==> src/tmr8_params.svh <==
`ifndef TMR8_PARAMS_SVH
`define TMR8_PARAMS_SVH
// register indices; byte address is four times the index
`define TMR8_IDX_CTL_TWO    8'h3c
`define TMR8_IDX_CTL_ONE    8'h3d
`define TMR8_IDX_FLAGS      8'h3e
`define TMR8_IDX_CAP_ONE    8'h3f
`define TMR8_IDX_CMP_ONE    8'h40
`define TMR8_IDX_CNT_MAIN   8'h41
`define TMR8_IDX_CNT_ALT    8'h42
`define TMR8_IDX_CAP_TWO    8'h43
`define TMR8_IDX_CMP_TWO    8'h44
// flag register bit positions
`define TMR8_BIT_CAP1       7
`define TMR8_BIT_CMP1       6
`define TMR8_BIT_OVF        5
`define TMR8_BIT_CAP2       4
`define TMR8_BIT_CMP2       3
`define TMR8_BIT_FREEZE     2
// control register bit positions
`define TMR8_BIT_OC1E       7
`define TMR8_BIT_OC2E       6
`define TMR8_BIT_PWM        4
`define TMR8_BIT_CC_LO      2
`define TMR8_BIT_IEDG2      1
`define TMR8_BIT_IEDG1      1
`define TMR8_BIT_OLVL2      2
`define TMR8_BIT_OLVL1      0
// reset values
`define TMR8_RST_CTL        8'h00
`define TMR8_RST_FLAGS      8'h00
`define TMR8_RST_CMP        8'h00
`define TMR8_RST_CNT        8'hfc
`define TMR8_CNT_MAX        8'hff
`define TMR8_CNT_ZERO       8'h00
// axi responses
`define TMR8_RESP_OKAY      2'b00
`define TMR8_RESP_SLVERR    2'b10
`endif

==> src/tmr8_pkg.sv <==
package tmr8_pkg;
  typedef logic [7:0] tmr8_byte_t;
  typedef enum logic [2:0] {
    TMR8_BUS_IDLE = 3'b001,
    TMR8_BUS_WRESP = 3'b010,
    TMR8_BUS_RRESP = 3'b100
  } tmr8_bus_e;
endpackage

==> src/tmr8_timer.sv <==
// Decided for this implementation: register access over AXI4-Lite.
`timescale 1ns/100ps
`include "tmr8_params.svh"
// Contract
// capture pin one or pwm period sets bit7
// bit7 clears on status read then capture-one access
// counter equals compare one sets bit6
// counter wrap sets bit5, cleared via main counter
// alternate counter access never clears overflow
// capture pin two sets bit4, cleared via capture two
// counter equals compare two sets bit3
// freeze bit stops prescaler, counter, compare pins
// registers stay accessible while frozen
// status resets zero, only bit2 writable
// capture one copies counter, read only
// capture two copies counter, read only
// compare registers reset zero, read write
// counters reset to fch, read live value
// write to either counter resets counter
// status read arms flag; data access clears
// counter increments per tick, wraps to zero
module tmr8_timer (
  // clock and reset
  input  wire logic        aclk,
  input  wire logic        aresetn,
  // axi4-lite write address
  input  wire logic [11:0] s_axi_awaddr,
  input  wire logic        s_axi_awvalid,
  output logic             s_axi_awready,
  // axi4-lite write data
  input  wire logic [31:0] s_axi_wdata,
  input  wire logic [3:0]  s_axi_wstrb,
  input  wire logic        s_axi_wvalid,
  output logic             s_axi_wready,
  // axi4-lite write response
  output logic [1:0]       s_axi_bresp,
  output logic             s_axi_bvalid,
  input  wire logic        s_axi_bready,
  // axi4-lite read address
  input  wire logic [11:0] s_axi_araddr,
  input  wire logic        s_axi_arvalid,
  output logic             s_axi_arready,
  // axi4-lite read data
  output logic [31:0]      s_axi_rdata,
  output logic [1:0]       s_axi_rresp,
  output logic             s_axi_rvalid,
  input  wire logic        s_axi_rready,
  // timer pins
  input  wire logic        capture_pin_one,
  input  wire logic        capture_pin_two,
  output logic             compare_pin_one,
  output logic             compare_pin_two,
  output logic             compare_pin_one_en,
  output logic             compare_pin_two_en
);

  // index decode: byte address must be aligned and map to a register index
  function automatic logic [8:0] idx_of(input logic [11:0] a);
    idx_of = {(a[1:0] != 2'b00) || (a[11:10] != 2'b00), a[9:2]};
  endfunction

  tmr8_pkg::tmr8_bus_e  bus_q;
  tmr8_pkg::tmr8_byte_t ctl_one_q, ctl_two_q, cmp_one_q, cmp_two_q;
  tmr8_pkg::tmr8_byte_t cap_one_q, cap_two_q, cnt_q;
  logic [11:0] aw_q;
  logic        aw_have_q, w_have_q;
  logic [31:0] wd_q;
  logic        freeze_q;
  logic [4:0]  flag_q;   // cap1,cmp1,ovf,cap2,cmp2
  logic [4:0]  arm_q;
  logic [2:0]  pre_q;
  logic [1:0]  c1_s_q, c2_s_q;
  logic        c1_d_q, c2_d_q;
  logic        aw_ready_q, w_ready_q, ar_ready_q;
  logic        pin1_q, pin2_q;

  // bus strobes
  logic        wr_go, rd_go, wr_hit, rd_hit;
  logic [8:0]  wr_idx, rd_idx;
  assign wr_go  = (bus_q == tmr8_pkg::TMR8_BUS_IDLE) && aw_have_q && w_have_q;
  assign rd_go  = (bus_q == tmr8_pkg::TMR8_BUS_IDLE) && !wr_go && s_axi_arvalid;
  assign wr_idx = idx_of(aw_q);
  assign rd_idx = idx_of(s_axi_araddr);
  assign wr_hit = wr_go && (wr_idx >= {1'b0, `TMR8_IDX_CTL_TWO})
                        && (wr_idx <= {1'b0, `TMR8_IDX_CMP_TWO});
  assign rd_hit = rd_go && (rd_idx >= {1'b0, `TMR8_IDX_CTL_TWO})
                        && (rd_idx <= {1'b0, `TMR8_IDX_CMP_TWO});

  // per-register access strobes (read or write)
  function automatic logic acc(input logic [8:0] i);
    acc = (wr_go && wr_idx == i) || (rd_go && rd_idx == i);
  endfunction
  logic [3:0] wstrb_q;
  logic       s_axi_wstrb_q0;
  logic       wr_en0;
  assign s_axi_wstrb_q0 = wstrb_q[0];
  assign wr_en0 = wr_go && s_axi_wstrb_q0;

  // prescaler tick, clock control selects /4, /2, /8, /8 (slow source not modeled)
  logic tick;
  always_comb begin
    case (ctl_two_q[`TMR8_BIT_CC_LO +: 2])
      2'b00:   tick = pre_q[1:0] == 2'b11;
      2'b01:   tick = pre_q[0];
      default: tick = pre_q == 3'b111;
    endcase
  end

  logic run;
  assign run = !freeze_q;

  // input synchronisers and edge detection
  always_ff @(posedge aclk) begin
    if (!aresetn) begin
      c1_s_q <= 2'b00;
      c2_s_q <= 2'b00;
      c1_d_q <= 1'b0;
      c2_d_q <= 1'b0;
    end else begin
      c1_s_q <= {c1_s_q[0], capture_pin_one};
      c2_s_q <= {c2_s_q[0], capture_pin_two};
      c1_d_q <= c1_s_q[1];
      c2_d_q <= c2_s_q[1];
    end
  end
  logic cap1_ev, cap2_ev, pwm_mode, cmp1_ev, cmp2_ev, ovf_ev, cnt_wr;
  assign pwm_mode = ctl_two_q[`TMR8_BIT_PWM];
  assign cap1_ev = ctl_one_q[`TMR8_BIT_IEDG1] ? (c1_s_q[1] && !c1_d_q)
                                              : (!c1_s_q[1] && c1_d_q);
  assign cap2_ev = ctl_two_q[`TMR8_BIT_IEDG2] ? (c2_s_q[1] && !c2_d_q)
                                              : (!c2_s_q[1] && c2_d_q);
  assign cmp1_ev = run && tick && (cnt_q == cmp_one_q);
  assign cmp2_ev = run && tick && (cnt_q == cmp_two_q);
  assign ovf_ev  = run && tick && (cnt_q == `TMR8_CNT_MAX);
  assign cnt_wr  = wr_go && (wr_idx == {1'b0, `TMR8_IDX_CNT_MAIN} ||
                             wr_idx == {1'b0, `TMR8_IDX_CNT_ALT});

  // prescaler
  always_ff @(posedge aclk) begin
    if (!aresetn) begin
      pre_q <= 3'b000;
    end else if (run) begin
      pre_q <= pre_q + 3'b001;
    end
  end

  // free-running counter
  always_ff @(posedge aclk) begin
    if (!aresetn) begin
      cnt_q <= `TMR8_RST_CNT;
    end else if (cnt_wr) begin
      cnt_q <= `TMR8_RST_CNT;
    end else if (run && tick) begin
      if (pwm_mode && cnt_q == cmp_two_q) begin
        cnt_q <= `TMR8_RST_CNT;
      end else begin
        cnt_q <= cnt_q + 8'h01;
      end
    end
  end

  // capture registers, no reset value
  always_ff @(posedge aclk) begin
    if (cap1_ev) begin
      cap_one_q <= cnt_q;
    end
    if (cap2_ev) begin
      cap_two_q <= cnt_q;
    end
  end

  // flags: set wins over clear
  logic [4:0] set_v, clr_v, acc_v;
  assign set_v = {(cap1_ev && !pwm_mode) || (cmp2_ev && pwm_mode),
                  cmp1_ev && !pwm_mode,
                  ovf_ev,
                  cap2_ev,
                  cmp2_ev && !pwm_mode};
  assign acc_v = {acc({1'b0, `TMR8_IDX_CAP_ONE}),
                  acc({1'b0, `TMR8_IDX_CMP_ONE}),
                  acc({1'b0, `TMR8_IDX_CNT_MAIN}),
                  acc({1'b0, `TMR8_IDX_CAP_TWO}),
                  acc({1'b0, `TMR8_IDX_CMP_TWO})};
  assign clr_v = arm_q & acc_v;
  logic st_rd;
  assign st_rd = rd_go && rd_idx == {1'b0, `TMR8_IDX_FLAGS};
  logic alt_acc;
  assign alt_acc = acc({1'b0, `TMR8_IDX_CNT_ALT});
  always_ff @(posedge aclk) begin
    if (!aresetn) begin
      flag_q <= 5'b00000;
      arm_q  <= 5'b00000;
    end else begin
      flag_q <= (flag_q & ~clr_v) | set_v;
      arm_q  <= (arm_q & ~clr_v) | (st_rd ? flag_q : 5'b00000);
    end
  end

  // software registers
  always_ff @(posedge aclk) begin
    if (!aresetn) begin
      ctl_one_q <= `TMR8_RST_CTL;
      ctl_two_q <= `TMR8_RST_CTL;
      cmp_one_q <= `TMR8_RST_CMP;
      cmp_two_q <= `TMR8_RST_CMP;
      freeze_q  <= 1'b0;
    end else if (wr_en0) begin
      case (wr_idx)
        {1'b0, `TMR8_IDX_CTL_ONE}: ctl_one_q <= wd_q[7:0];
        {1'b0, `TMR8_IDX_CTL_TWO}: ctl_two_q <= {wd_q[7:1], 1'b0};
        {1'b0, `TMR8_IDX_CMP_ONE}: cmp_one_q <= wd_q[7:0];
        {1'b0, `TMR8_IDX_CMP_TWO}: cmp_two_q <= wd_q[7:0];
        {1'b0, `TMR8_IDX_FLAGS}:   freeze_q  <= wd_q[`TMR8_BIT_FREEZE];
        default: ;
      endcase
    end
  end

  // compare pins
  always_ff @(posedge aclk) begin
    if (!aresetn) begin
      pin1_q <= 1'b0;
      pin2_q <= 1'b0;
      compare_pin_one_en <= 1'b0;
      compare_pin_two_en <= 1'b0;
    end else begin
      if (pwm_mode && run && tick && cnt_q == cmp_one_q) begin
        pin1_q <= ctl_one_q[`TMR8_BIT_OLVL2];
      end else if (pwm_mode && run && tick && cnt_q == cmp_two_q) begin
        pin1_q <= ctl_one_q[`TMR8_BIT_OLVL1];
      end else if (cmp1_ev && !pwm_mode) begin
        pin1_q <= ctl_one_q[`TMR8_BIT_OLVL1];
      end
      if (cmp2_ev && !pwm_mode) begin
        pin2_q <= ctl_one_q[`TMR8_BIT_OLVL2];
      end
      compare_pin_one_en <= ctl_two_q[`TMR8_BIT_OC1E] && run;
      compare_pin_two_en <= ctl_two_q[`TMR8_BIT_OC2E] && run;
    end
  end
  assign compare_pin_one = pin1_q;
  assign compare_pin_two = pin2_q;

  // read mux
  logic [7:0] rd_v;
  always_comb begin
    case (rd_idx)
      {1'b0, `TMR8_IDX_CTL_ONE}:  rd_v = ctl_one_q;
      {1'b0, `TMR8_IDX_CTL_TWO}:  rd_v = ctl_two_q;
      {1'b0, `TMR8_IDX_FLAGS}:    rd_v = {flag_q, freeze_q, 2'b00};
      {1'b0, `TMR8_IDX_CAP_ONE}:  rd_v = cap_one_q;
      {1'b0, `TMR8_IDX_CMP_ONE}:  rd_v = cmp_one_q;
      {1'b0, `TMR8_IDX_CNT_MAIN}: rd_v = cnt_q;
      {1'b0, `TMR8_IDX_CNT_ALT}:  rd_v = cnt_q;
      {1'b0, `TMR8_IDX_CAP_TWO}:  rd_v = cap_two_q;
      {1'b0, `TMR8_IDX_CMP_TWO}:  rd_v = cmp_two_q;
      default:                    rd_v = 8'h00;
    endcase
  end

  // axi4-lite slave
  always_ff @(posedge aclk) begin
    if (!aresetn) begin
      bus_q <= tmr8_pkg::TMR8_BUS_IDLE;
      aw_have_q <= 1'b0;
      w_have_q <= 1'b0;
      aw_q <= 12'h000;
      wd_q <= 32'h00000000;
      wstrb_q <= 4'h0;
      aw_ready_q <= 1'b0;
      w_ready_q <= 1'b0;
      ar_ready_q <= 1'b0;
      s_axi_bvalid <= 1'b0;
      s_axi_bresp <= `TMR8_RESP_OKAY;
      s_axi_rvalid <= 1'b0;
      s_axi_rresp <= `TMR8_RESP_OKAY;
      s_axi_rdata <= 32'h00000000;
    end else begin
      aw_ready_q <= 1'b0;
      w_ready_q <= 1'b0;
      ar_ready_q <= 1'b0;
      if (s_axi_awvalid && !aw_have_q && !aw_ready_q && bus_q == tmr8_pkg::TMR8_BUS_IDLE) begin
        aw_ready_q <= 1'b1;
      end
      if (aw_ready_q && s_axi_awvalid) begin
        aw_q <= s_axi_awaddr;
        aw_have_q <= 1'b1;
      end
      if (s_axi_wvalid && !w_have_q && !w_ready_q && bus_q == tmr8_pkg::TMR8_BUS_IDLE) begin
        w_ready_q <= 1'b1;
      end
      if (w_ready_q && s_axi_wvalid) begin
        wd_q <= s_axi_wdata;
        wstrb_q <= s_axi_wstrb;
        w_have_q <= 1'b1;
      end
      case (bus_q)
        tmr8_pkg::TMR8_BUS_IDLE: begin
          if (wr_go) begin
            aw_have_q <= 1'b0;
            w_have_q <= 1'b0;
            s_axi_bvalid <= 1'b1;
            s_axi_bresp <= wr_hit ? `TMR8_RESP_OKAY : `TMR8_RESP_SLVERR;
            bus_q <= tmr8_pkg::TMR8_BUS_WRESP;
          end else if (rd_go) begin
            ar_ready_q <= 1'b1;
            s_axi_rvalid <= 1'b1;
            s_axi_rdata <= {24'h000000, rd_v};
            s_axi_rresp <= rd_hit ? `TMR8_RESP_OKAY : `TMR8_RESP_SLVERR;
            bus_q <= tmr8_pkg::TMR8_BUS_RRESP;
          end
        end
        tmr8_pkg::TMR8_BUS_WRESP: begin
          if (s_axi_bready) begin
            s_axi_bvalid <= 1'b0;
            bus_q <= tmr8_pkg::TMR8_BUS_IDLE;
          end
        end
        tmr8_pkg::TMR8_BUS_RRESP: begin
          if (s_axi_rready) begin
            s_axi_rvalid <= 1'b0;
            bus_q <= tmr8_pkg::TMR8_BUS_IDLE;
          end
        end
        default: bus_q <= tmr8_pkg::TMR8_BUS_IDLE;
      endcase
    end
  end
  assign s_axi_awready = aw_ready_q;
  assign s_axi_wready  = w_ready_q;
  assign s_axi_arready = ar_ready_q;
endmodule

==> config.mk <==
export PLATFORM = sky130hd
export DESIGN_NAME = tmr8_timer
export DESIGN_NICKNAME = d
export VERILOG_FILES = /design/src/tmr8_pkg.sv /design/src/tmr8_timer.sv
export VERILOG_INCLUDE_DIRS = /design/src
export SDC_FILE = /design/constraint.sdc
export NUM_CORES = 1
export LEC_CHECK = 0
export ABC_AREA = 0
export ABC_CLOCK_PERIOD_IN_PS = 2050
export BUFFER_PORTS_ARGS = -buffer_cell sky130_fd_sc_hd__buf_2
export CAP_MARGIN = 20
export CORE_UTILIZATION = 40
export DETAILED_ROUTE_END_ITERATION = 16
export PLACE_DENSITY = 0.63
export SYNTH_ARGS = -nofsm -noshare
export SYNTH_HDL_FRONTEND = slang
export SYNTH_SLANG_ARGS = --single-unit
==> constraint.sdc <==
create_clock -name aclk -period 2.05 [get_ports aclk]
set_input_delay 0.205 -clock aclk [delete_from_list [all_inputs] [get_ports aclk]]
set_output_delay 0.205 -clock aclk [all_outputs]
set_load 0.01 [all_outputs]
### After elaboration in Yosys (flattened, before gate mapping)

Cells that the tools add are included.

| operators by class | value |
|---|---|
| $add $sub $neg | 2 |
| order comparisons | 4 |
| equal/unequal tests | 33 |
| muxes and demuxes | 32 |
| bitwise gates (word level) | 9 |
| reduce and logical (&&, ||, !) cells | 89 |

Operators with widths:

| operator | count |
|---|---|
| $eq A9 B7 Y1 const B | 10 |
| $eq A9 B6 Y1 const B | 8 |
| $pmux W8 S8 | 1 |
| $logic_and A1 B1 Y1 | 48 |
| $mux W1 | 19 |
| $ge A9 B6 Y1 const B | 2 |
| $le A9 B7 Y1 const B | 2 |
| $eq A8 B8 Y1 | 2 |
| $and A5 B5 Y5 | 3 |
| $mux W3 | 4 |
| $reduce_and A2 Y1 | 6 |
| $reduce_bool A2 Y1 | 6 |
| $logic_not A1 Y1 | 11 |
| $ne A2 B2 Y1 const B | 5 |
| $or A5 B5 Y5 | 2 |
| $logic_or A1 B1 Y1 | 9 |
| $pmux W3 S3 | 1 |
| $reduce_and A3 Y1 | 3 |
| $add A8 B1 Y8 const B | 1 |
| $eq A8 B8 Y1 const B | 1 |
| $mux W8 | 1 |
| $eq A3 B3 Y1 const B | 2 |
| $pmux W1 S2 | 3 |
| $mux W5 | 1 |
| other kinds (14) | 18 |

| word-level totals | value |
|---|---|
| register bits after elaboration | 122 |
| bits of input ports | 69 |
| output and inout bits | 45 |
| word-level logic and storage cells | 202 |

### Logic depth before layout (Yosys ltp)

Gate-level depths: netlist (run 1).

| logic depth | value |
|---|---|
| depth after elaboration | 12 |
| gate-level depth with buffers | 8 |

### Least setup slack after synthesis (run 1)

Ideal clock, no wire load.

| timing | value |
|---|---|
| path type | register -> register |
| from | register aw_q[10] |
| to | register cmp_two_q[0] |
| library setup time | 0.128 ns |
| arrival | 2.150 ns |
| path slack | -0.228 ns |
| stages on the path, launching flop included | 7 |
| path buffers | 1 |
| clock period less this slack | 2.278 ns |
| path through | dfxtp_1 > or4_1 > or4_4 > or4_1 > buf_2 > mux2i_1 > nor2_1 |

| between the ends | value |
|---|---|
| longest elaborated chain between the ends | 4 |

RTL lines:

| element | RTL line | text |
|---|---|---|
| from (decl) | tmr8_timer.sv:65 | `logic [11:0] aw_q;` |
| from (signal assigned) | tmr8_timer.sv:286 | `aw_q <= s_axi_awaddr;` |
| $reduce_bool A2 Y1 | tmr8_timer.sv:59 | `idx_of = {(a[1:0] != 2'b00) \|\| (a[11:10] != 2'b00), a[9:2]};` |
| $logic_or A1 B1 Y1 | tmr8_timer.sv:59 |  |
| $eq A9 B7 Y1 | tmr8_timer.sv:208 | `case (wr_idx)` |
| $reduce_and A2 Y1 (no source line) | -- |  |
| to (signal assigned) | tmr8_timer.sv:205 | `` cmp_two_q <= `TMR8_RST_CMP; `` |
| to (signal assigned) | tmr8_timer.sv:212 | `` {1'b0, `TMR8_IDX_CMP_TWO}: cmp_two_q <= wd_q[7:0]; `` |
| to (decl) | tmr8_timer.sv:63 | `tmr8_pkg::tmr8_byte_t ctl_one_q, ctl_two_q, cmp_one_q, cmp_two_q;` |

No other way between the ends.
A chain may end at the register's enable or synchronous reset.

### Worst setup path after layout (run 1)

| timing | value |
|---|---|
| from | register aw_q[10] |
| to | register cnt_q[6] |

| between the ends | value |
|---|---|
| longest elaborated chain between the ends | 6 |
| elaborated cells between the ends (all ways) | 7 |
| those cells by class | eq/ne: 2; reduce/logical: 5 |

RTL lines:

| element | RTL line | text |
|---|---|---|
| $reduce_bool A2 Y1 * | tmr8_timer.sv:59 |  |
| $logic_or A1 B1 Y1 * | tmr8_timer.sv:59 |  |
| $eq A9 B7 Y1, on equally long branches | -- |  |
| $logic_or A1 B1 Y1 * | tmr8_timer.sv:135 | `` assign cnt_wr = wr_go && (wr_idx == {1'b0, `TMR8_IDX_CNT_MAIN} \|\| `` |
| $logic_and A1 B1 Y1 * | tmr8_timer.sv:135 |  |
| $reduce_or A2 Y1 (no source line) * | -- |  |
| to (signal assigned) | tmr8_timer.sv:150 | `` cnt_q <= `TMR8_RST_CNT; `` |
| to (signal assigned) | tmr8_timer.sv:152 | `` cnt_q <= `TMR8_RST_CNT; `` |
| to (signal assigned) | tmr8_timer.sv:155 | `` cnt_q <= `TMR8_RST_CNT; `` |
| to (decl) | tmr8_timer.sv:64 | `tmr8_pkg::tmr8_byte_t cap_one_q, cap_two_q, cnt_q;` |

Every way passes the cells marked *; elsewhere a longest branch is shown, timed or not.

==> results of run 1 <==
==> layout make-up <==
class                           instances  area share, %
Clock buffer                           22           7.03
Clock inverter                         10           1.63
Inverter                                8          0.426
Multi-Input combinational cell        422           39.1
Sequential cell                       120           36.3
Tap cell                              176           3.12
Timing Repair Buffer                  126           12.4
==> routing by layer <==
| layer | track usage [%] | vias to the layer above | wire length [um] |
|---|---|---|---|
| met3 | 6.47 | 28 | 1070 |
| met2 | 36.0 | 194 | 7230 |
| met1 | 27.7 | 2284 | 6510 |
| li1 | - | 2251 | - |
| met5 | 0 | - | 0 |
| met4 | 11.3 | 0 | 407 |
==> cells in the mapped netlist, types with 10 or more instances <==
cell type    n
o21ai_0     11
and2_1      10
nand3_1     15
edfxtp_1    16
dfxtp_1    104
a21oi_1     35
buf_4       27
clkbuf_1    29
nand2_1     75
xor2_1      22
mux2i_1     42
nor2_1      57
==> kinds of logic (layout without fill, tap and decap cells) <==
group	count (synthesis)	after routing
and+or+nand+nor	227	227
DFF	120	120
AOI/OAI and AO/OA	93	93
buffers and inverters	66	166
muxes	49	49
xor gates and xnor gates	24	24
adders and majority gates	3	3
other	1	26
==> critical path: cells and delay by family, from the launching register on <==
kind | cells | cell delay [ps]
simple gates | 4 | 1110
compound gates | 1 | 330
buf+inv | 3 | 460
flops | 1 | 310
==> repair_timing <==
item                       in CTS  in global routing
gates resized for setup        11                  9
pin swaps                       1                  7
hold endpoints to repair        3                  0
setup endpoints to repair      35                 49
hold buffers                    3                  0
buffers inserted                3                  1
==> power by group through the flow <==
stage	Sequential [mW]	Combinational [mW]	Clock, mW
floorplan	2.51	0.240	0
global placement	2.51	0.364	0
detailed placement	2.51	0.368	0
CTS	2.46	0.384	3.07
global route	2.47	0.429	3.17
finish	2.46	0.391	3.03
==> metrics by stage <==
step	util (%)	setup WS [ps]	TNS, ps
final	53.0	-215	-3840
after global routing	53.0	-272	-6440
after CTS	52.7	-222	-4170
after detailed placement	47.3	-256	-5250
after global placement	47.3	-218	-4020
after floorplan	-	-214	-5420
==> sequential cells by signal, summed over array words and instances, names as in the netlist, 2 cells and up <==
| signal | cells |
|---|---|
| aw_q | 12 |
| cap_one_q | 8 |
| wd_q | 8 |
| bus_q | 3 |
| ctl_two_q | 7 |
| cap_two_q | 8 |
| c1_s_q | 2 |
| ctl_one_q | 8 |
| cmp_two_q | 8 |
| flag_q | 5 |
| cnt_q | 8 |
| s_axi_rdata | 8 |
| pre_q | 3 |
| arm_q | 5 |
| c2_s_q | 2 |
| cmp_one_q | 8 |
==> worst paths after layout <==
kind,startpoint,endpoint,cells past startpoint
max,aw_q[10],cnt_q[6],8
min,s_axi_wstrb[0],wstrb_q[0],3
max reg2reg,aw_q[10],cnt_q[6],8
min reg2reg,c1_s_q[0],c1_s_q[1],1
==> impl_results.md, run 1 <==
* Outcome: finished with violations
* Failing checks: setup timing
* Worst-path clk slew at roughly 60 ps
* Final setup violation count at 24
* H-tree levels at 4
* Final WS setup at -215 ps
* Count of state elements after synthesis at 120
* RSZ-0062 raised after global routing: true
* Multi-input logic area at 2760 um^2
* Syn avg cell area at approximately 9.4 um^2
* CP max FO at 4
* Minimum clock period at between 2000 and 2500 ps
* Via-to-Cell Ratio at between 5 and 6
* Max Freq at 441 MHz
* Setup crit start kind: register
* Mux share of post-synthesis cell area at between 9 and 10%
* Placed Cells at roughly 850
* Port Buffer Count at 60
* Crit-path cells: or4_4 -> or4_4 -> buf_6 -> o41ai_4 -> buf_4 -> nor2b_2 -> buf_4 -> nand2_1
* GRT Total Usage at a little under a quarter
* Critical path's slowest cell: or4_4
* Final wirelength at 15,200 um
* Crit. End Element: register
* WL/cell at approximately 17 um
* Worst-margin pin slew at about 660 ps
* IR drop worst, VDD at between 600 and 700 uV
* Largest net degree at the start of global routing at 52
* Area delta synth->final at 28.4%
* Seq pwr share at 41.8%
* CTS tree: done
* Yosys top cell by area: dfxtp_1
* Post-synthesis xor/xnor area fraction at around 3.8%
* Worst slew margin at approximately 56%
* Layout Cells excl Fill at 884
* Psw at approximately 1.3 mW
* Internal at roughly 4.5 mW
* Antenna-violating nets left at 0
* Count of flip-flops with a built-in enable after synthesis at 16
* Storage cell area at around 2600 um^2
* Synth Area in Compound Gates at a little under an eighth
* Post-Synth Adder-Cell Area at 0.683%
* Dpl hpwl at roughly 11,000 um
* Initial Utilization at approximately two fifths
* Grt total ovfl at 0
* Design Power at 5.88 mW
* TritonRoute pass-1 iters at 5
* FP Rows at 42
* Routability cong. at between 0.9 and 1
* Post-Synth Simple-Gate Area at a little over a fifth
* CP Class: reg2reg
* Num CTS Buffers at 17
* Clock power frac at just over 50%
* Die ar. at approximately 14,000 um^2
* First-pass GRT wire length at between 20,000 and 25,000 um
* Post-route cell area at 7050 um^2
* DR iter-0 viols at 366
* Pins Over Slew Limit at 0
* Hold Path Class: in2reg
* Top cell type's share of synthesized area at a little under two fifths
* Placed cell area at approximately 6300 um^2
* Fraction of layout cells with a size suffix above 1 at a little over a quarter
* Async S/R FF share, synth at 0%
* Worst Clk Skew at just under 7 ps
* Worst path required time at around 2400 ps
* Chip width at approximately 120 um
* Largest family of logic cells by synthesized area: simple AND/OR/NAND/NOR gates
* Synth cell types at between 60 and 70
* Logic pwr share at ~6.6%
* Initial antenna violation count at 0
* Power per cell area at roughly 830 nW/um^2
* Post-synthesis sequential area ratio at between 40% and 50%
* Synth Cell Area at 5490 um^2
* Worst skew pair latency at 430 ps
* Final period util at 111%
* Most frequent cells in the layout: 104 x dfxtp_1, 75 x nand2_1, 60 x buf_2, 57 x nor2_1, 56 x buf_4
* Synthesized instance count at 583
* Num ports at 114
* Dominant synthesized flop cell: dfxtp_1
* Min Hold Slack at about 19 ps
* Reg2Reg Setup Slack at -220 ps
* Root buf cell: clkbuf_16
* Longest Clk Path Bufs at 2
* Fillers at about 1.2k
* Worst EP arrival at ~2600 ps
* Most common cell after layout, fill and taps aside: dfxtp_1
* Synth warnings at 0
* Top cells by area, synth: dfxtp_1 38%, edfxtp_1 8.7%, mux2i_1 7.7%, nand2_1 5.1%, nor2_1 3.9%
* Remaining DRCs at 0
* Core Box Area at 13,300 um^2
* CP max stage delay at roughly 530 ps
* Max Cap Violations at 0
* Via count at 4,757
* Vias in the first global route at about 4.6k
* # clock sinks at 120
* Leakage power at between 2 and 3 nW
* ANT cells at 0
* Net Sw Frac at about 23%
* Layout Nets at roughly 770
* Final-report hold violation count at 0
* Chip height at between 100 and 150 um
Power figures use the tool's default switching activity.
==> run 2, diff against run 1 <==
- CORE_UTILIZATION: 40 -> 49
- PLACE_DENSITY: 0.63 -> 0.74
==> run 2 against run 1 <==
  * The run still ends with setup timing left
  * Maximum frequency is 0.19% lower
  * Total power grew 1.1%
  * Clock skew increased by 1.9 ps
  * Worst setup slack got worse by 4.2 ps
  * Non-clock buffer count rose by 24
  * Wire length up 2.4%
  * Sequential cell count unchanged
  * Critical path depth decreased by 3
  * Die area shrank 18%
  * Via count up 3.3%
  * Final cell count fell by 1.4%
==> impl_results.md, run 2 (synthesis results as in run 1) <==
* Outcome: finished with violations
* Failing checks: setup timing
* Largest net degree at the start of global routing at about 50
* Num ports at 114
* Psw at approximately 1.4 mW
* CP max FO at 8
* Design Power at between 5 and 6 mW
* H-tree levels at 4
* CP most frequent cell: or4_4
* ANT cells at 0
* Pins Over Slew Limit at 0
* Worst path bufs/invs at 0
* Final WS setup at -220 ps
* Via count at between 4k and 5k
* Crit. End Element: register
* Multi-input logic area at about 2800 um^2
* Final wirelength at around 16,000 um
* Seq pwr share at between 40% and 50%
* Post-route setup TNS at -3120 ps
* Layout Cells excl Fill at 872
* Antenna-violating nets left at 0
* TritonRoute pass-1 iters at 5
* DR iter-0 viols at 374
* Crit-path cells: or4_4 -> or4_4 -> or4_4 -> mux2i_2 -> nor2_1
* Routability cong. at about 0.95
* CTS tree: done
* Port Buffer Count at 60
* Fillers at approximately 800
* Worst slack, placed at -221 ps
* Worst Clk Skew at approximately 8.7 ps
* Power per cell area at 819 nW/um^2
* CP delay by family, top: simple AND/OR/NAND/NOR gates
* Worst skew pair latency at around 530 ps
* Leakage power at a little under 3 nW
* Die ar. at between 10,000 and 15,000 um^2
* Remaining DRCs at 0
* Worst-margin pin slew at a little over 700 ps
* Most common cell after layout, fill and taps aside: dfxtp_1
* Worst slew margin at 52.4%
* Initial antenna violation count at 0
* Worst-path clk slew at 60 ps
* Root buf cell: clkbuf_8
* Max FFs per register at 12
* First-pass GRT wire length at between 20,000 and 25,000 um
* Final-report hold violation count at 0
* FP Rows at 38
* Critical path's slowest cell: or4_4
* Setup crit start kind: register
* Fraction of layout cells with a size suffix above 1 at 26.9%
* WL/cell at 17.9 um
* Final setup violation count at 27
* Num CTS Buffers at 17
* Grt total ovfl at 0
* Worst EP arrival at ~2700 ps
* Worst path required time at between 2000 and 2500 ps
* Dpl hpwl at about 11,000 um
* Minimum clock period at around 2300 ps
* Max Cap Violations at 0
* Max Freq at around 440 MHz
* IR drop worst, VDD at 603 uV
* # clock sinks at between 100 and 150
* Placed Cells at about 810
* Longest Clk Path Bufs at 2
* Internal at 4.55 mW
* Chip width at between 100 and 150 um
* Via-to-Cell Ratio at 5.64
* RSZ-0062 raised after global routing: true
* CP Class: reg2reg
* Most frequent cells in the layout: 101 x dfxtp_1, 75 x nand2_1, 60 x buf_2, 58 x buf_4, 57 x nor2_1
* Most flop-heavy register: aw_q
* Hold Path Class: in2reg
* Area delta synth->final at 32.1%
* Layout Nets at 791
* Initial Utilization at 50.4%
* Clock power frac at about half
* Vias in the first global route at 4,739
* Core Box Area at between 10,000 and 15,000 um^2
* GRT Total Usage at 28.3%
* Final period util at 111%
* CP max stage delay at around 540 ps
* Chip height at 108 um
* Net Sw Frac at a little under a quarter
* Storage cell area at between 2000 and 3000 um^2
* Logic pwr share at slightly above 7%
==> run 2: per-layer routing <==
layer / GRT usage (%) / share of wire, % / wire length [um]
met1: 34.4 / 42 / 6480
met2: 46.3 / 48 / 7550
met3: 7.32 / 6.7 / 1050
met4: 14.3 / 3.2 / 495
met5: 0 / 0 / 0
==> run 2: repair_timing <==
| action | CTS | global route |
|---|---|---|
| hold buffers | 27 | 0 |
| setup buffers | 0 | 2 |
| pin swaps | 1 | 4 |
| resized for setup | 9 | 16 |
| setup endpoints to repair | 34 | 52 |
| endpoints found under the hold margin | 30 | 0 |
==> run 2: tightest hold or removal path, cell delays in order <==
cell and delay [ps]:
buf_2 120, nand3_2 150, nor2_1 60
==> run 2: path summary, 6_finish.rpt <==
check / startpoint / end / slack, ps / cells past startpoint
setup / recovery: aw_q[10] / cmp_two_q[4] / -220 / 5
hold / removal: s_axi_arvalid / s_axi_arready / 60 / 3
setup reg to reg: aw_q[10] / cmp_two_q[4] / -220 / 5
hold reg to reg: c1_s_q[0] / c1_s_q[1] / 430 / 1
==> run 2: layout make-up <==
cell class	instances	area share [%]
tap	140	2.41
inverter	8	0.414
multi-input combinational	422	38.3
clock buffer	19	6.09
clock inverter	13	2.33
sequential	120	35.4
timing repair buffer	150	15.1
==> run 2: power by group through the flow <==
stage	combinational, mW	sequential (mW)	clock [mW]
2_1_floorplan	0.240	2.51	0
3_3_place_gp	0.356	2.51	0
3_5_place_dp	0.365	2.51	0
4_1_cts	0.410	2.46	3.07
5_1_grt	0.467	2.47	3.20
6_report	0.430	2.47	3.05
==> run 2: stage by stage <==
stage / hold slack, ps / util (%) / cell area (um^2)
final: 58.3 / 66.6 / 7260
after global placement: 418 / 57.4 / 6250
after floorplan: 320 / - / 5600
after detailed placement: 416 / 57.4 / 6250
after CTS: 45.4 / 65.8 / 7160
after global routing: 46.5 / 66.6 / 7260
